`config.mk`:
```
export PLATFORM = sky130hd
export DESIGN_NAME = disk_drive_control_interface
export DESIGN_NICKNAME = d
export VERILOG_FILES = /design/src/disk_ctrl_pkg.sv /design/src/disk_drive_control_interface.sv
export VERILOG_INCLUDE_DIRS = /design/src
export SDC_FILE = /design/constraint.sdc
export NUM_CORES = 2
export LEC_CHECK = 0
export BUFFER_PORTS_ARGS = -buffer_cell sky130_fd_sc_hd__buf_2
export CAP_MARGIN = 5
export CORE_UTILIZATION = 35
export CTS_CLUSTER_DIAMETER = 120
export DETAILED_ROUTE_END_ITERATION = 12
export PLACE_DENSITY = 0.59
export SLEW_MARGIN = 20
export SYNTH_ARGS = -nofsm -noshare
export SYNTH_HDL_FRONTEND = slang
export SYNTH_SLANG_ARGS = --single-unit
```
`constraint.sdc`:
```
create_clock -name clock -period 4.8 [get_ports clock]
set_clock_uncertainty 0.2 [all_clocks]
set_input_delay 0.24 -clock clock [delete_from_list [all_inputs] [get_ports clock]]
set_output_delay 0.24 -clock clock [all_outputs]
set_load 0.02 [all_outputs]
```
`src/disk_ctrl_defines.svh`:
```
// Offsets, field positions, reset values and timing counts of the drive control block
`ifndef DISK_CTRL_DEFINES_SVH
`define DISK_CTRL_DEFINES_SVH

// Register byte offsets
`define OFF_DATA 12'h000
`define OFF_PRECOMP 12'h004
`define OFF_SECCOUNT 12'h008
`define OFF_SECNUM 12'h00c
`define OFF_CYLLOW 12'h010
`define OFF_CYLHIGH 12'h014
`define OFF_SIZEDRVHEAD 12'h018
`define OFF_CMDSTAT 12'h01c
`define OFF_ERROR 12'h020

// Reset values
`define RST_STEPRATE 4'hf
`define RST_PRECOMP 8'h80
`define RST_SECCOUNT 8'h01

// Command opcodes, upper nibble, and the DMA bit position
`define CMD_RESTORE 4'h1
`define CMD_SEEK 4'h7
`define CMD_READ 4'h2
`define CMD_WRITE 4'h3
`define CMD_FORMAT 4'h5
`define CMD_DMA_BIT 3

// Size/drive/head fields
`define SDH_DRV_LSB 3
`define SDH_HEAD_LSB 0

// Status bit positions
`define ST_BUSY 7
`define ST_READY 6
`define ST_WFAULT 5
`define ST_SEEKDONE 4
`define ST_DATAREQ 3
`define ST_ERROR 0

// Error bit positions
`define ER_TIMEOUT 4
`define ER_ABORT 2
`define ER_TRKZERO 1

// Timing: clock rate and times in their own units
`define CLK_MHZ 250
`define STEP_UNIT_US 500
`define STEP_MIN_US 10
`define STEP_PULSE_NS 1000
`define STEP_UNIT_CYCLES (`STEP_UNIT_US * `CLK_MHZ)
`define STEP_MIN_CYCLES (`STEP_MIN_US * `CLK_MHZ)
`define STEP_PULSE_CYCLES ((`STEP_PULSE_NS * `CLK_MHZ + 999) / 1000)

// Step limit for a restore and revolutions allowed before a retry gives up
`define RESTORE_MAX_STEPS 10'h3ff
`define RETRY_REVS 2

`endif

```
`src/disk_ctrl_pkg.sv`:
```
// Types shared by the drive control block
package disk_ctrl_pkg;

   typedef enum logic [3:0] {
      S_IDLE = 4'b0000,
      S_STEP_CHECK = 4'b0001,
      S_STEP_HIGH = 4'b0010,
      S_STEP_GAP = 4'b0011,
      S_AUTO_WAIT = 4'b0100,
      S_SETTLE = 4'b0101,
      S_HOST_FILL = 4'b0110,
      S_INDEX_WAIT = 4'b0111,
      S_RECORD = 4'b1000,
      S_HOST_DRAIN = 4'b1001
   } state_e;

   // Outputs toward the daisy-chained drives
   typedef struct packed {
      logic [3:0] driveSelect;
      logic [2:0] headSelect;
      logic step;
      logic direction;
      logic writeGate;
      logic reduceWriteCurrent;
   } drive_ctl_s;

   // Inputs from the selected drive
   typedef struct packed {
      logic seekComplete;
      logic trackZeroInput;
      logic writeFault;
      logic index;
      logic ready;
   } drive_stat_s;

endpackage

```
`src/disk_drive_control_interface.sv`:
```
// Drive control sequencer with host data request, reset defaults and APB task file
`timescale 1ns/1ps
`include "disk_ctrl_defines.svh"

//
// Contract
// - Data request is high while the buffer waits for host reads or writes.
// - Any data register access drops the data request.
// - Data request returns after each access until buffer done or cylinder-low access.
// - Master reset clears sector, cylinder, size/drive/head; step rate becomes 7.5 ms.
// - Master reset sets precompensation to 128 (cylinder 512) and sector count to 1.
// - Master reset drops data request and raises the completion interrupt.
// - Reduce write current with write gate when cylinder >= four times precomp.
// - Reduce write current only matters during write or format commands.
// - Write gate is high only while data is being recorded.
// - An explicit seek finishes after its steps without waiting for seek complete.
// - Track zero is sampled just before each restore step pulse and each outward implied-seek step pulse.
// - No command runs while the drive reports a write fault.
// - Three head select outputs pick the head on the selected drive.
// - Index pulses synchronise formatting and time out retries.
// - No command runs unless the drive reports ready.
// - One step pulse per cylinder, sense given by the direction output.
// - Step spacing: stored rate for implied seeks, command rate for seek/restore.
// - Automatic restore paces each step by the drive's seek complete.
// - Direction high steps outward, low steps inward.
// - Status read or new command clears the completion interrupt.
// - Four drive select outputs, none asserted after reset and one once a command latches them, choose one of four drives.
module disk_drive_control_interface #(
   parameter int SECTOR_BYTES = 256,
   parameter int STEP_UNIT_CYCLES = `STEP_UNIT_CYCLES,
   parameter int STEP_MIN_CYCLES = `STEP_MIN_CYCLES,
   parameter int WRITE_CYCLES = SECTOR_BYTES * 8
) (
   // Clock and resets
   input wire logic clock,
   input wire logic rst,
   input wire logic boardMasterReset,
   // APB slave
   input wire logic psel,
   input wire logic penable,
   input wire logic pwrite,
   input wire logic [11:0] paddr,
   input wire logic [31:0] pwdata,
   output logic [31:0] prdata,
   output logic pready,
   output logic pslverr,
   // Host side lines
   output logic bufferDataRequest,
   output logic commandDoneInterrupt,
   // Drive control cable
   output disk_ctrl_pkg::drive_ctl_s driveCtl,
   input wire disk_ctrl_pkg::drive_stat_s driveStat
);

   localparam int PW = $clog2(SECTOR_BYTES) + 1;
   localparam logic [PW-1:0] LAST = PW'(SECTOR_BYTES - 1);

   disk_ctrl_pkg::state_e state;
   logic resetAll;
   logic [7:0] buffer [0:SECTOR_BYTES-1];
   logic [PW-1:0] bytePtr;
   logic [7:0] precompReg, secCountReg, secNumReg, cylLowReg, cylHighReg, sizeDriveHeadReg;
   logic [7:0] commandReg, errorReg;
   logic [3:0] stepRateReg, activeRate;
   logic [9:0] headPos [0:3];
   logic [9:0] targetCyl, stepsLeft, stepCount;
   logic [1:0] driveNum;
   logic restoreMode, autoRestore, explicitSeek, busy, errFlag, bufPending;
   logic [31:0] timer;
   logic [1:0] indexCount;
   logic indexPrev, indexRise;
   logic acc, wrAcc, rdAcc, dataAcc, cylLowAcc, cmdWrite, statusRead;
   logic setIrq, startOk, finish;
   logic [7:0] statusByte;
   logic mapped;
   logic [31:0] gapCycles;

   assign resetAll = rst | boardMasterReset;

   // Access phase of an APB transfer; the slave never inserts wait states
   assign acc = psel & penable;
   assign pready = acc;
   assign wrAcc = acc & pwrite;
   assign rdAcc = acc & ~pwrite;
   assign dataAcc = acc & (paddr == `OFF_DATA);
   assign cylLowAcc = acc & (paddr == `OFF_CYLLOW);
   assign cmdWrite = wrAcc & (paddr == `OFF_CMDSTAT);
   assign statusRead = rdAcc & (paddr == `OFF_CMDSTAT);
   assign indexRise = driveStat.index & ~indexPrev;
   assign targetCyl = {cylHighReg[1:0], cylLowReg};
   assign driveNum = sizeDriveHeadReg[`SDH_DRV_LSB +: 2];
   assign startOk = driveStat.ready & ~driveStat.writeFault & driveStat.seekComplete;

   // Unmapped offsets answer with an error and read zero
   always_comb begin
      mapped = 1'b0;
      case (paddr)
         `OFF_DATA, `OFF_PRECOMP, `OFF_SECCOUNT, `OFF_SECNUM, `OFF_CYLLOW,
         `OFF_CYLHIGH, `OFF_SIZEDRVHEAD, `OFF_CMDSTAT, `OFF_ERROR: mapped = 1'b1;
         default: mapped = 1'b0;
      endcase
   end
   assign pslverr = acc & ~mapped;

   // Gap between steps from the 4-bit rate code; code zero is the short rate
   assign gapCycles = (activeRate == 4'h0) ? STEP_MIN_CYCLES :
                      ({28'h0000000, activeRate} * 32'(STEP_UNIT_CYCLES));

   always_comb begin
      statusByte = 8'h00;
      statusByte[`ST_BUSY] = busy;
      statusByte[`ST_READY] = driveStat.ready;
      statusByte[`ST_WFAULT] = driveStat.writeFault;
      statusByte[`ST_SEEKDONE] = driveStat.seekComplete;
      statusByte[`ST_DATAREQ] = bufferDataRequest;
      statusByte[`ST_ERROR] = errFlag;
   end

   // Read data is captured in the setup cycle so the access cycle sees a flop
   always_ff @(posedge clock) begin
      if (resetAll) begin
         prdata <= 32'h00000000;
      end else if (psel & ~penable & ~pwrite) begin
         case (paddr)
            `OFF_DATA: prdata <= {24'h000000, buffer[bytePtr[PW-2:0]]};
            `OFF_PRECOMP: prdata <= {24'h000000, precompReg};
            `OFF_SECCOUNT: prdata <= {24'h000000, secCountReg};
            `OFF_SECNUM: prdata <= {24'h000000, secNumReg};
            `OFF_CYLLOW: prdata <= {24'h000000, cylLowReg};
            `OFF_CYLHIGH: prdata <= {24'h000000, cylHighReg};
            `OFF_SIZEDRVHEAD: prdata <= {24'h000000, sizeDriveHeadReg};
            `OFF_CMDSTAT: prdata <= {24'h000000, statusByte};
            `OFF_ERROR: prdata <= {24'h000000, errorReg};
            default: prdata <= 32'h00000000;
         endcase
      end
   end

   // Task file registers; writes while busy are ignored to keep the command stable
   always_ff @(posedge clock) begin
      if (resetAll) begin
         precompReg <= `RST_PRECOMP;
         secCountReg <= `RST_SECCOUNT;
         secNumReg <= 8'h00;
         cylLowReg <= 8'h00;
         cylHighReg <= 8'h00;
         sizeDriveHeadReg <= 8'h00;
      end else if (cmdWrite & ~busy & (pwdata[7:4] == `CMD_RESTORE)) begin
         cylLowReg <= 8'h00;
         cylHighReg <= 8'h00;
      end else if (wrAcc & ~busy) begin
         case (paddr)
            `OFF_PRECOMP: precompReg <= pwdata[7:0];
            `OFF_SECCOUNT: secCountReg <= pwdata[7:0];
            `OFF_SECNUM: secNumReg <= pwdata[7:0];
            `OFF_CYLLOW: cylLowReg <= pwdata[7:0];
            `OFF_CYLHIGH: cylHighReg <= pwdata[7:0];
            `OFF_SIZEDRVHEAD: sizeDriveHeadReg <= pwdata[7:0];
            default: ;
         endcase
      end
   end

   // Sector buffer storage; host writes land at the transfer pointer
   always_ff @(posedge clock) begin
      if (dataAcc & pwrite) begin
         buffer[bytePtr[PW-2:0]] <= pwdata[7:0];
      end
   end

   // Completion interrupt: a set in the clearing cycle wins
   always_ff @(posedge clock) begin
      if (resetAll) begin
         commandDoneInterrupt <= 1'b1;
      end else if (setIrq) begin
         commandDoneInterrupt <= 1'b1;
      end else if (statusRead | (cmdWrite & ~busy)) begin
         commandDoneInterrupt <= 1'b0;
      end
   end

   // Data request drops for the access cycle and returns while bytes remain
   always_ff @(posedge clock) begin
      if (resetAll) begin
         bufferDataRequest <= 1'b0;
      end else if (dataAcc | cylLowAcc) begin
         bufferDataRequest <= 1'b0;
      end else begin
         bufferDataRequest <= bufPending;
      end
   end

   // Index edge detection; inputs are already synchronous to the clock
   always_ff @(posedge clock) begin
      if (resetAll) begin
         indexPrev <= 1'b0;
      end else begin
         indexPrev <= driveStat.index;
      end
   end

   // Write current reduction is only driven with the gate during write/format
   always_comb begin
      driveCtl.reduceWriteCurrent = driveCtl.writeGate &
         ({1'b0, targetCyl} >= {1'b0, precompReg, 2'b00});
   end

   // Command sequencer
   always_ff @(posedge clock) begin
      if (resetAll) begin
         state <= disk_ctrl_pkg::S_IDLE;
         stepRateReg <= `RST_STEPRATE;
         activeRate <= `RST_STEPRATE;
         commandReg <= 8'h00;
         errorReg <= 8'h00;
         errFlag <= 1'b0;
         busy <= 1'b0;
         bufPending <= 1'b0;
         bytePtr <= '0;
         stepsLeft <= 10'h000;
         stepCount <= 10'h000;
         restoreMode <= 1'b0;
         autoRestore <= 1'b0;
         explicitSeek <= 1'b0;
         timer <= 32'h00000000;
         indexCount <= 2'b00;
         setIrq <= 1'b0;
         finish <= 1'b0;
         headPos <= '{default: 10'h000};
         driveCtl.driveSelect <= 4'h0;
         driveCtl.headSelect <= 3'h0;
         driveCtl.step <= 1'b0;
         driveCtl.direction <= 1'b0;
         driveCtl.writeGate <= 1'b0;
      end else begin
         setIrq <= 1'b0;
         // Host data transfers advance the pointer only while the buffer is pending
         if (bufPending & dataAcc) begin
            bytePtr <= bytePtr + PW'(1);
         end
         if (bufPending & cylLowAcc) begin
            bufPending <= 1'b0;
         end
         case (state)
            disk_ctrl_pkg::S_IDLE: begin
               if (cmdWrite) begin
                  commandReg <= pwdata[7:0];
                  busy <= 1'b1;
                  errorReg <= 8'h00;
                  errFlag <= 1'b0;
                  // Selects latch once per command so they cannot change mid-move
                  driveCtl.driveSelect <= 4'h1 << driveNum;
                  driveCtl.headSelect <= sizeDriveHeadReg[`SDH_HEAD_LSB +: 3];
                  restoreMode <= 1'b0;
                  autoRestore <= 1'b0;
                  stepCount <= 10'h000;
                  explicitSeek <= (pwdata[7:4] == `CMD_SEEK);
                  if (!startOk) begin
                     errorReg[`ER_ABORT] <= 1'b1;
                     errFlag <= 1'b1;
                     busy <= 1'b0;
                     setIrq <= 1'b1;
                  end else if (pwdata[7:4] == `CMD_RESTORE) begin
                     stepRateReg <= pwdata[3:0];
                     activeRate <= pwdata[3:0];
                     restoreMode <= 1'b1;
                     headPos[driveNum] <= 10'h000;
                     driveCtl.direction <= 1'b1;
                     state <= disk_ctrl_pkg::S_STEP_CHECK;
                  end else begin
                     if (pwdata[7:4] == `CMD_SEEK) begin
                        stepRateReg <= pwdata[3:0];
                        activeRate <= pwdata[3:0];
                     end else begin
                        activeRate <= stepRateReg;
                     end
                     headPos[driveNum] <= targetCyl;
                     driveCtl.direction <= (targetCyl < headPos[driveNum]);
                     stepsLeft <= (targetCyl < headPos[driveNum]) ?
                        (headPos[driveNum] - targetCyl) : (targetCyl - headPos[driveNum]);
                     state <= disk_ctrl_pkg::S_STEP_CHECK;
                  end
               end
            end
            disk_ctrl_pkg::S_STEP_CHECK: begin
               // Track zero is looked at here, right before a restore or outward implied-seek pulse goes out
               if (restoreMode) begin
                  if (driveStat.trackZeroInput) begin
                     restoreMode <= 1'b0;
                     if (autoRestore) begin
                        // Re-seek inward from cylinder zero at the stored rate
                        autoRestore <= 1'b0;
                        driveCtl.direction <= 1'b0;
                        stepsLeft <= targetCyl;
                     end else begin
                        finish <= 1'b1;
                        state <= disk_ctrl_pkg::S_IDLE;
                     end
                  end else if (stepCount == `RESTORE_MAX_STEPS) begin
                     errorReg[`ER_TRKZERO] <= 1'b1;
                     errFlag <= 1'b1;
                     finish <= 1'b1;
                     state <= disk_ctrl_pkg::S_IDLE;
                  end else begin
                     stepCount <= stepCount + 10'h001;
                     timer <= 32'(`STEP_PULSE_CYCLES);
                     driveCtl.step <= 1'b1;
                     state <= disk_ctrl_pkg::S_STEP_HIGH;
                  end
               end else if (stepsLeft == 10'h000) begin
                  if (explicitSeek) begin
                     finish <= 1'b1;
                     state <= disk_ctrl_pkg::S_IDLE;
                  end else begin
                     indexCount <= 2'b00;
                     state <= disk_ctrl_pkg::S_SETTLE;
                  end
               end else if (driveCtl.direction & driveStat.trackZeroInput & ~explicitSeek) begin
                  // Head already at zero yet steps remain outward: position lost
                  autoRestore <= 1'b1;
                  restoreMode <= 1'b1;
                  stepCount <= 10'h000;
               end else begin
                  stepsLeft <= stepsLeft - 10'h001;
                  timer <= 32'(`STEP_PULSE_CYCLES);
                  driveCtl.step <= 1'b1;
                  state <= disk_ctrl_pkg::S_STEP_HIGH;
               end
            end
            disk_ctrl_pkg::S_STEP_HIGH: begin
               if (timer <= 32'h00000001) begin
                  driveCtl.step <= 1'b0;
                  timer <= gapCycles;
                  state <= autoRestore ? disk_ctrl_pkg::S_AUTO_WAIT :
                                         disk_ctrl_pkg::S_STEP_GAP;
               end else begin
                  timer <= timer - 32'h00000001;
               end
            end
            disk_ctrl_pkg::S_STEP_GAP: begin
               if (timer <= 32'h00000001) begin
                  state <= disk_ctrl_pkg::S_STEP_CHECK;
               end else begin
                  timer <= timer - 32'h00000001;
               end
            end
            disk_ctrl_pkg::S_AUTO_WAIT: begin
               // Drive's own settle time paces the recovery steps
               if (driveStat.seekComplete) begin
                  state <= disk_ctrl_pkg::S_STEP_CHECK;
               end
            end
            disk_ctrl_pkg::S_SETTLE: begin
               if (driveStat.seekComplete) begin
                  bytePtr <= '0;
                  bufPending <= 1'b1;
                  if (commandReg[7:4] == `CMD_READ) begin
                     setIrq <= ~commandReg[`CMD_DMA_BIT];
                     state <= disk_ctrl_pkg::S_HOST_DRAIN;
                  end else begin
                     state <= disk_ctrl_pkg::S_HOST_FILL;
                  end
               end else if (indexRise) begin
                  // Index gives the retry timeout in whole revolutions
                  if (indexCount == 2'(`RETRY_REVS - 1)) begin
                     errorReg[`ER_TIMEOUT] <= 1'b1;
                     errFlag <= 1'b1;
                     finish <= 1'b1;
                     state <= disk_ctrl_pkg::S_IDLE;
                  end else begin
                     indexCount <= indexCount + 2'b01;
                  end
               end
            end
            disk_ctrl_pkg::S_HOST_FILL: begin
               if (~bufPending) begin
                  finish <= 1'b1;
                  state <= disk_ctrl_pkg::S_IDLE;
               end else if (dataAcc & (bytePtr == LAST)) begin
                  bufPending <= 1'b0;
                  timer <= 32'(WRITE_CYCLES);
                  if (commandReg[7:4] == `CMD_FORMAT) begin
                     state <= disk_ctrl_pkg::S_INDEX_WAIT;
                  end else begin
                     driveCtl.writeGate <= 1'b1;
                     state <= disk_ctrl_pkg::S_RECORD;
                  end
               end
            end
            disk_ctrl_pkg::S_INDEX_WAIT: begin
               if (indexRise) begin
                  driveCtl.writeGate <= 1'b1;
                  state <= disk_ctrl_pkg::S_RECORD;
               end
            end
            disk_ctrl_pkg::S_RECORD: begin
               // Format records one full revolution; a sector a fixed time
               if ((commandReg[7:4] == `CMD_FORMAT) ? indexRise :
                   (timer <= 32'h00000001)) begin
                  driveCtl.writeGate <= 1'b0;
                  finish <= 1'b1;
                  state <= disk_ctrl_pkg::S_IDLE;
               end else begin
                  timer <= timer - 32'h00000001;
               end
            end
            disk_ctrl_pkg::S_HOST_DRAIN: begin
               if (~bufPending | (dataAcc & (bytePtr == LAST))) begin
                  bufPending <= 1'b0;
                  finish <= 1'b1;
                  state <= disk_ctrl_pkg::S_IDLE;
               end
            end
            default: state <= disk_ctrl_pkg::S_IDLE;
         endcase
         // Completion: drop busy and raise the interrupt unless a non-DMA read raised it
         if (finish) begin
            finish <= 1'b0;
            busy <= 1'b0;
            if (!((commandReg[7:4] == `CMD_READ) & ~commandReg[`CMD_DMA_BIT] & ~errFlag)) begin
               setIrq <= 1'b1;
            end
         end
      end
   end

endmodule

```
==> flow_summary_export.csv <==
group,metric,value,unit
finish,stdcell_area,0.104,sq mm
critical_path,critical_path.slowest_cell,"a211oi_1",
finish,ff_latch_area,0.0654,sq mm
cts,cts_tree,"yes",
grt,grt_max_degree,185,
pwr,peakVddDrop,0.334,mV
routing,wl,242000,microns
die,die_h,511,microns
yosys,synth_edf_count,2048,
cts,htreeDepth,4,
yosys,avgSynthCellArea,16.8,sq um
critical_path,cp_cell_sequence,"buf_4, nand2b_1, nor2_1, a22oi_1, a31oi_1, buf_4, a211oi_1, a211oi_1, o221a_2",
finish,layout.cells.most_common,"edfxtp_1",
die,dieArea,0.261,sq mm
finish,fin_util,0.405,
yosys,yosysWarnings,0,
die,rows,186,
sta,max_slew_margin,0.291,
routing,via_per_inst,5.53,
finish,drive_gt1_frac,0.185,
routing,drt_pass1_iterations,8,
grt,grt.total_usage,0.183,
routing,num_vias,51200,
pwr,powerDensity,378,mW/mm^2
placement,dp_hpwl,152000,microns
yosys,async_flop_share,0,
yosys,synth_area,0.0906,sq mm
sta,period_share,0.889,
critical_path,required,5.41,ns
critical_path,critical_path_arrival,4.87,ns
status,status,"finished, final reports clean",
placement,numPortBuffers,53,
finish,nNetsFinal,5797,
sta,fmax,0.234,GHz
finish,multi_input_area,0.0236,sq mm
yosys,ys_ff_latch,2244,
grt,grt_antenna_before_repair,16,
placement,gp_congestion,0.877,
finish,syn_to_final_growth,14.9,%
cts,cts_resized,0,
routing,drtIter0Drc,5706,
yosys,synth_ff_type,"edfxtp_1",
sta,slew_viol_final,0,
sta,setup_tns,0,ns
cts,cts_buffers,220,
yosys,netlist_instances,5386,
cts,clock-sinks,2244,
pwr,power_leakage,31.5,nW
grt,first_global_vias,50800,
critical_path,crit_fanout,11,
flow_run,max_cap_viol_count,0,
routing,drc_errors,0,
finish,stdcell_count,9259,
critical_path,crit_type,"register to register",
routing,ant_nets,0,
die,core,0.257,sq mm
cts,clockBufferDepth,3,
yosys,yosysSeqAreaShare,0.722,
placement,dp_cells,8805,
cts,clock-root-buffer,"clkbuf_16",
critical_path,startpoint_type,"register",
sta,hold_viol,0,
critical_path,critPathTopFamily,"compound AO/OA/AOI/OAI gates",
sta,rsz0062_at_grt,"no",
cts,clk_latency,0.90,ns
yosys,yosysUniqueCellTypes,91,
routing,routedWlPerCell,26.2,microns
placement,placed_cell_area,0.0964,sq mm
die,dieWidth,511,microns
sta,worst_pin_slew,1.06,ns
grt,gr-total-overflow,0,
critical_path,crit_path_end_kind,"register",
critical_path,crit_path_max_incr_delay,0.76,ns
sta,setup_viol,0,
critical_path,critPathBufInv,2,
finish,fill_cells,22900,
worst_hold_path,min-delay-path-class,"input port to register",
grt,grt_pass1_wl,354000,microns
die,start_util,0.352,
sta,min_period,4.27,ns
die,io_pins,102,
cts,path_clk_slew,0.06,ns
finish,final_cell_mix,"edfxtp_1 (2048), mux2i_1 (415), nor2_1 (413)",
[power by group]
group | total (mW) | switching, mW | internal [mW]
logic | 0.464 | 0.402 | 0.0617
clock network | 17.6 | 7.69 | 9.90
registers | 21.3 | 0.0000818 | 21.3
total | 39.3 | 8.09 | 31.3
[cell type report]
| type | instances | area share |
|---|---|---|
| Clock buffer | 261 | 0.0543 |
| Sequential cell | 2244 | 0.628 |
| Tap cell | 3384 | 0.0407 |
| Multi-Input combinational cell | 2773 | 0.227 |
| Timing Repair Buffer | 384 | 0.0311 |
| Antenna cell | 4 | 0.0000961 |
| Clock inverter | 152 | 0.0166 |
| Inverter | 57 | 0.00205 |
[sequential cells by signal, summed over array words and instances (netlist names), 9 cells and up]
| signal | cells |
|---|---|
| buffer | 2048 |
| bytePtr | 9 |
| driveCtl | 10 |
| headPos | 40 |
| stepCount | 10 |
| stepsLeft | 10 |
| timer | 32 |
[tightest hold or removal path: cells and delay by family]
kind / cells / cell delay [ns]
buf+inv: 1 / 0.07
simple gates: 5 / 0.71
compound gates: 1 / 0.13
[logic make-up after synthesis]
family,share of synthesized area
buffers and inverters,0.0190
AOI/OAI and AO/OA,0.0542
xor gates and xnor gates,0.00367
DFF,0.722
adders and majority gates,0.00914
and+or+nand+nor,0.0593
muxes,0.133
other,0.0000414
[through the flow]
stage / power, mW / worst slack [ns] / hold WS, ns
global route: 40.3 / 0.263 / 0.149
CTS: 39.6 / 0.541 / 0.0934
detailed placement: 22.2 / 0.546 / 0.213
floorplan: 21.8 / 1.11 / 0.139
finish: 39.3 / 0.533 / 0.149
global placement: 22.1 / 0.618 / 0.197
[Yosys cell counts (22+ instances only)]
| library cell | instances | area, sq um |
|---|---|---|
| a21oi_1 | 181 | 906 |
| ha_1 | 55 | 688 |
| nor4_1 | 29 | 181 |
| nor2_1 | 415 | 1560 |
| edfxtp_1 | 2048 | 61500 |
| buf_2 | 107 | 536 |
| a221oi_1 | 39 | 342 |
| a211oi_1 | 24 | 180 |
| nor3_1 | 53 | 265 |
| and3_1 | 41 | 257 |
| clkbuf_1 | 166 | 623 |
| a22oi_1 | 164 | 1230 |
| buf_1 | 32 | 120 |
| mux4_2 | 347 | 7820 |
| buf_4 | 28 | 210 |
| nand4_1 | 54 | 338 |
| a31oi_1 | 36 | 225 |
| xnor2_1 | 22 | 193 |
| nand2_1 | 297 | 1110 |
| dfxtp_1 | 196 | 3920 |
| nand3_1 | 107 | 536 |
| o21ai_0 | 88 | 440 |
| mux2i_1 | 415 | 4150 |
| o22ai_1 | 65 | 407 |
| inv_1 | 55 | 206 |
[per-layer routing]
layer  vias up  wire length [microns]  track usage
met5         -                     73            0
met4        10                   7340       0.0565
met3       400                  17600       0.0351
met2      2037                 112000        0.284
met1     26700                 105000        0.258
li1      22100                      -            -
[worst paths after layout]
path	start	endpoint	slack, ns	depth (start not counted)
max	bytePtr[4]	prdata[4]	0.53	9
min	paddr[6]	errFlag	0.15	7
max reg2reg	bytePtr[4]	prdata[4]	0.53	9
min reg2reg	setIrq	commandDoneInterrupt	0.22	1
[what timing repair did]
action                                 in CTS  in global routing
hold buffers                               36                  0
setup buffers                               0                  0
endpoints found under the hold margin     885                  0
No activity file was read; power rests on OpenSTA's default activity.
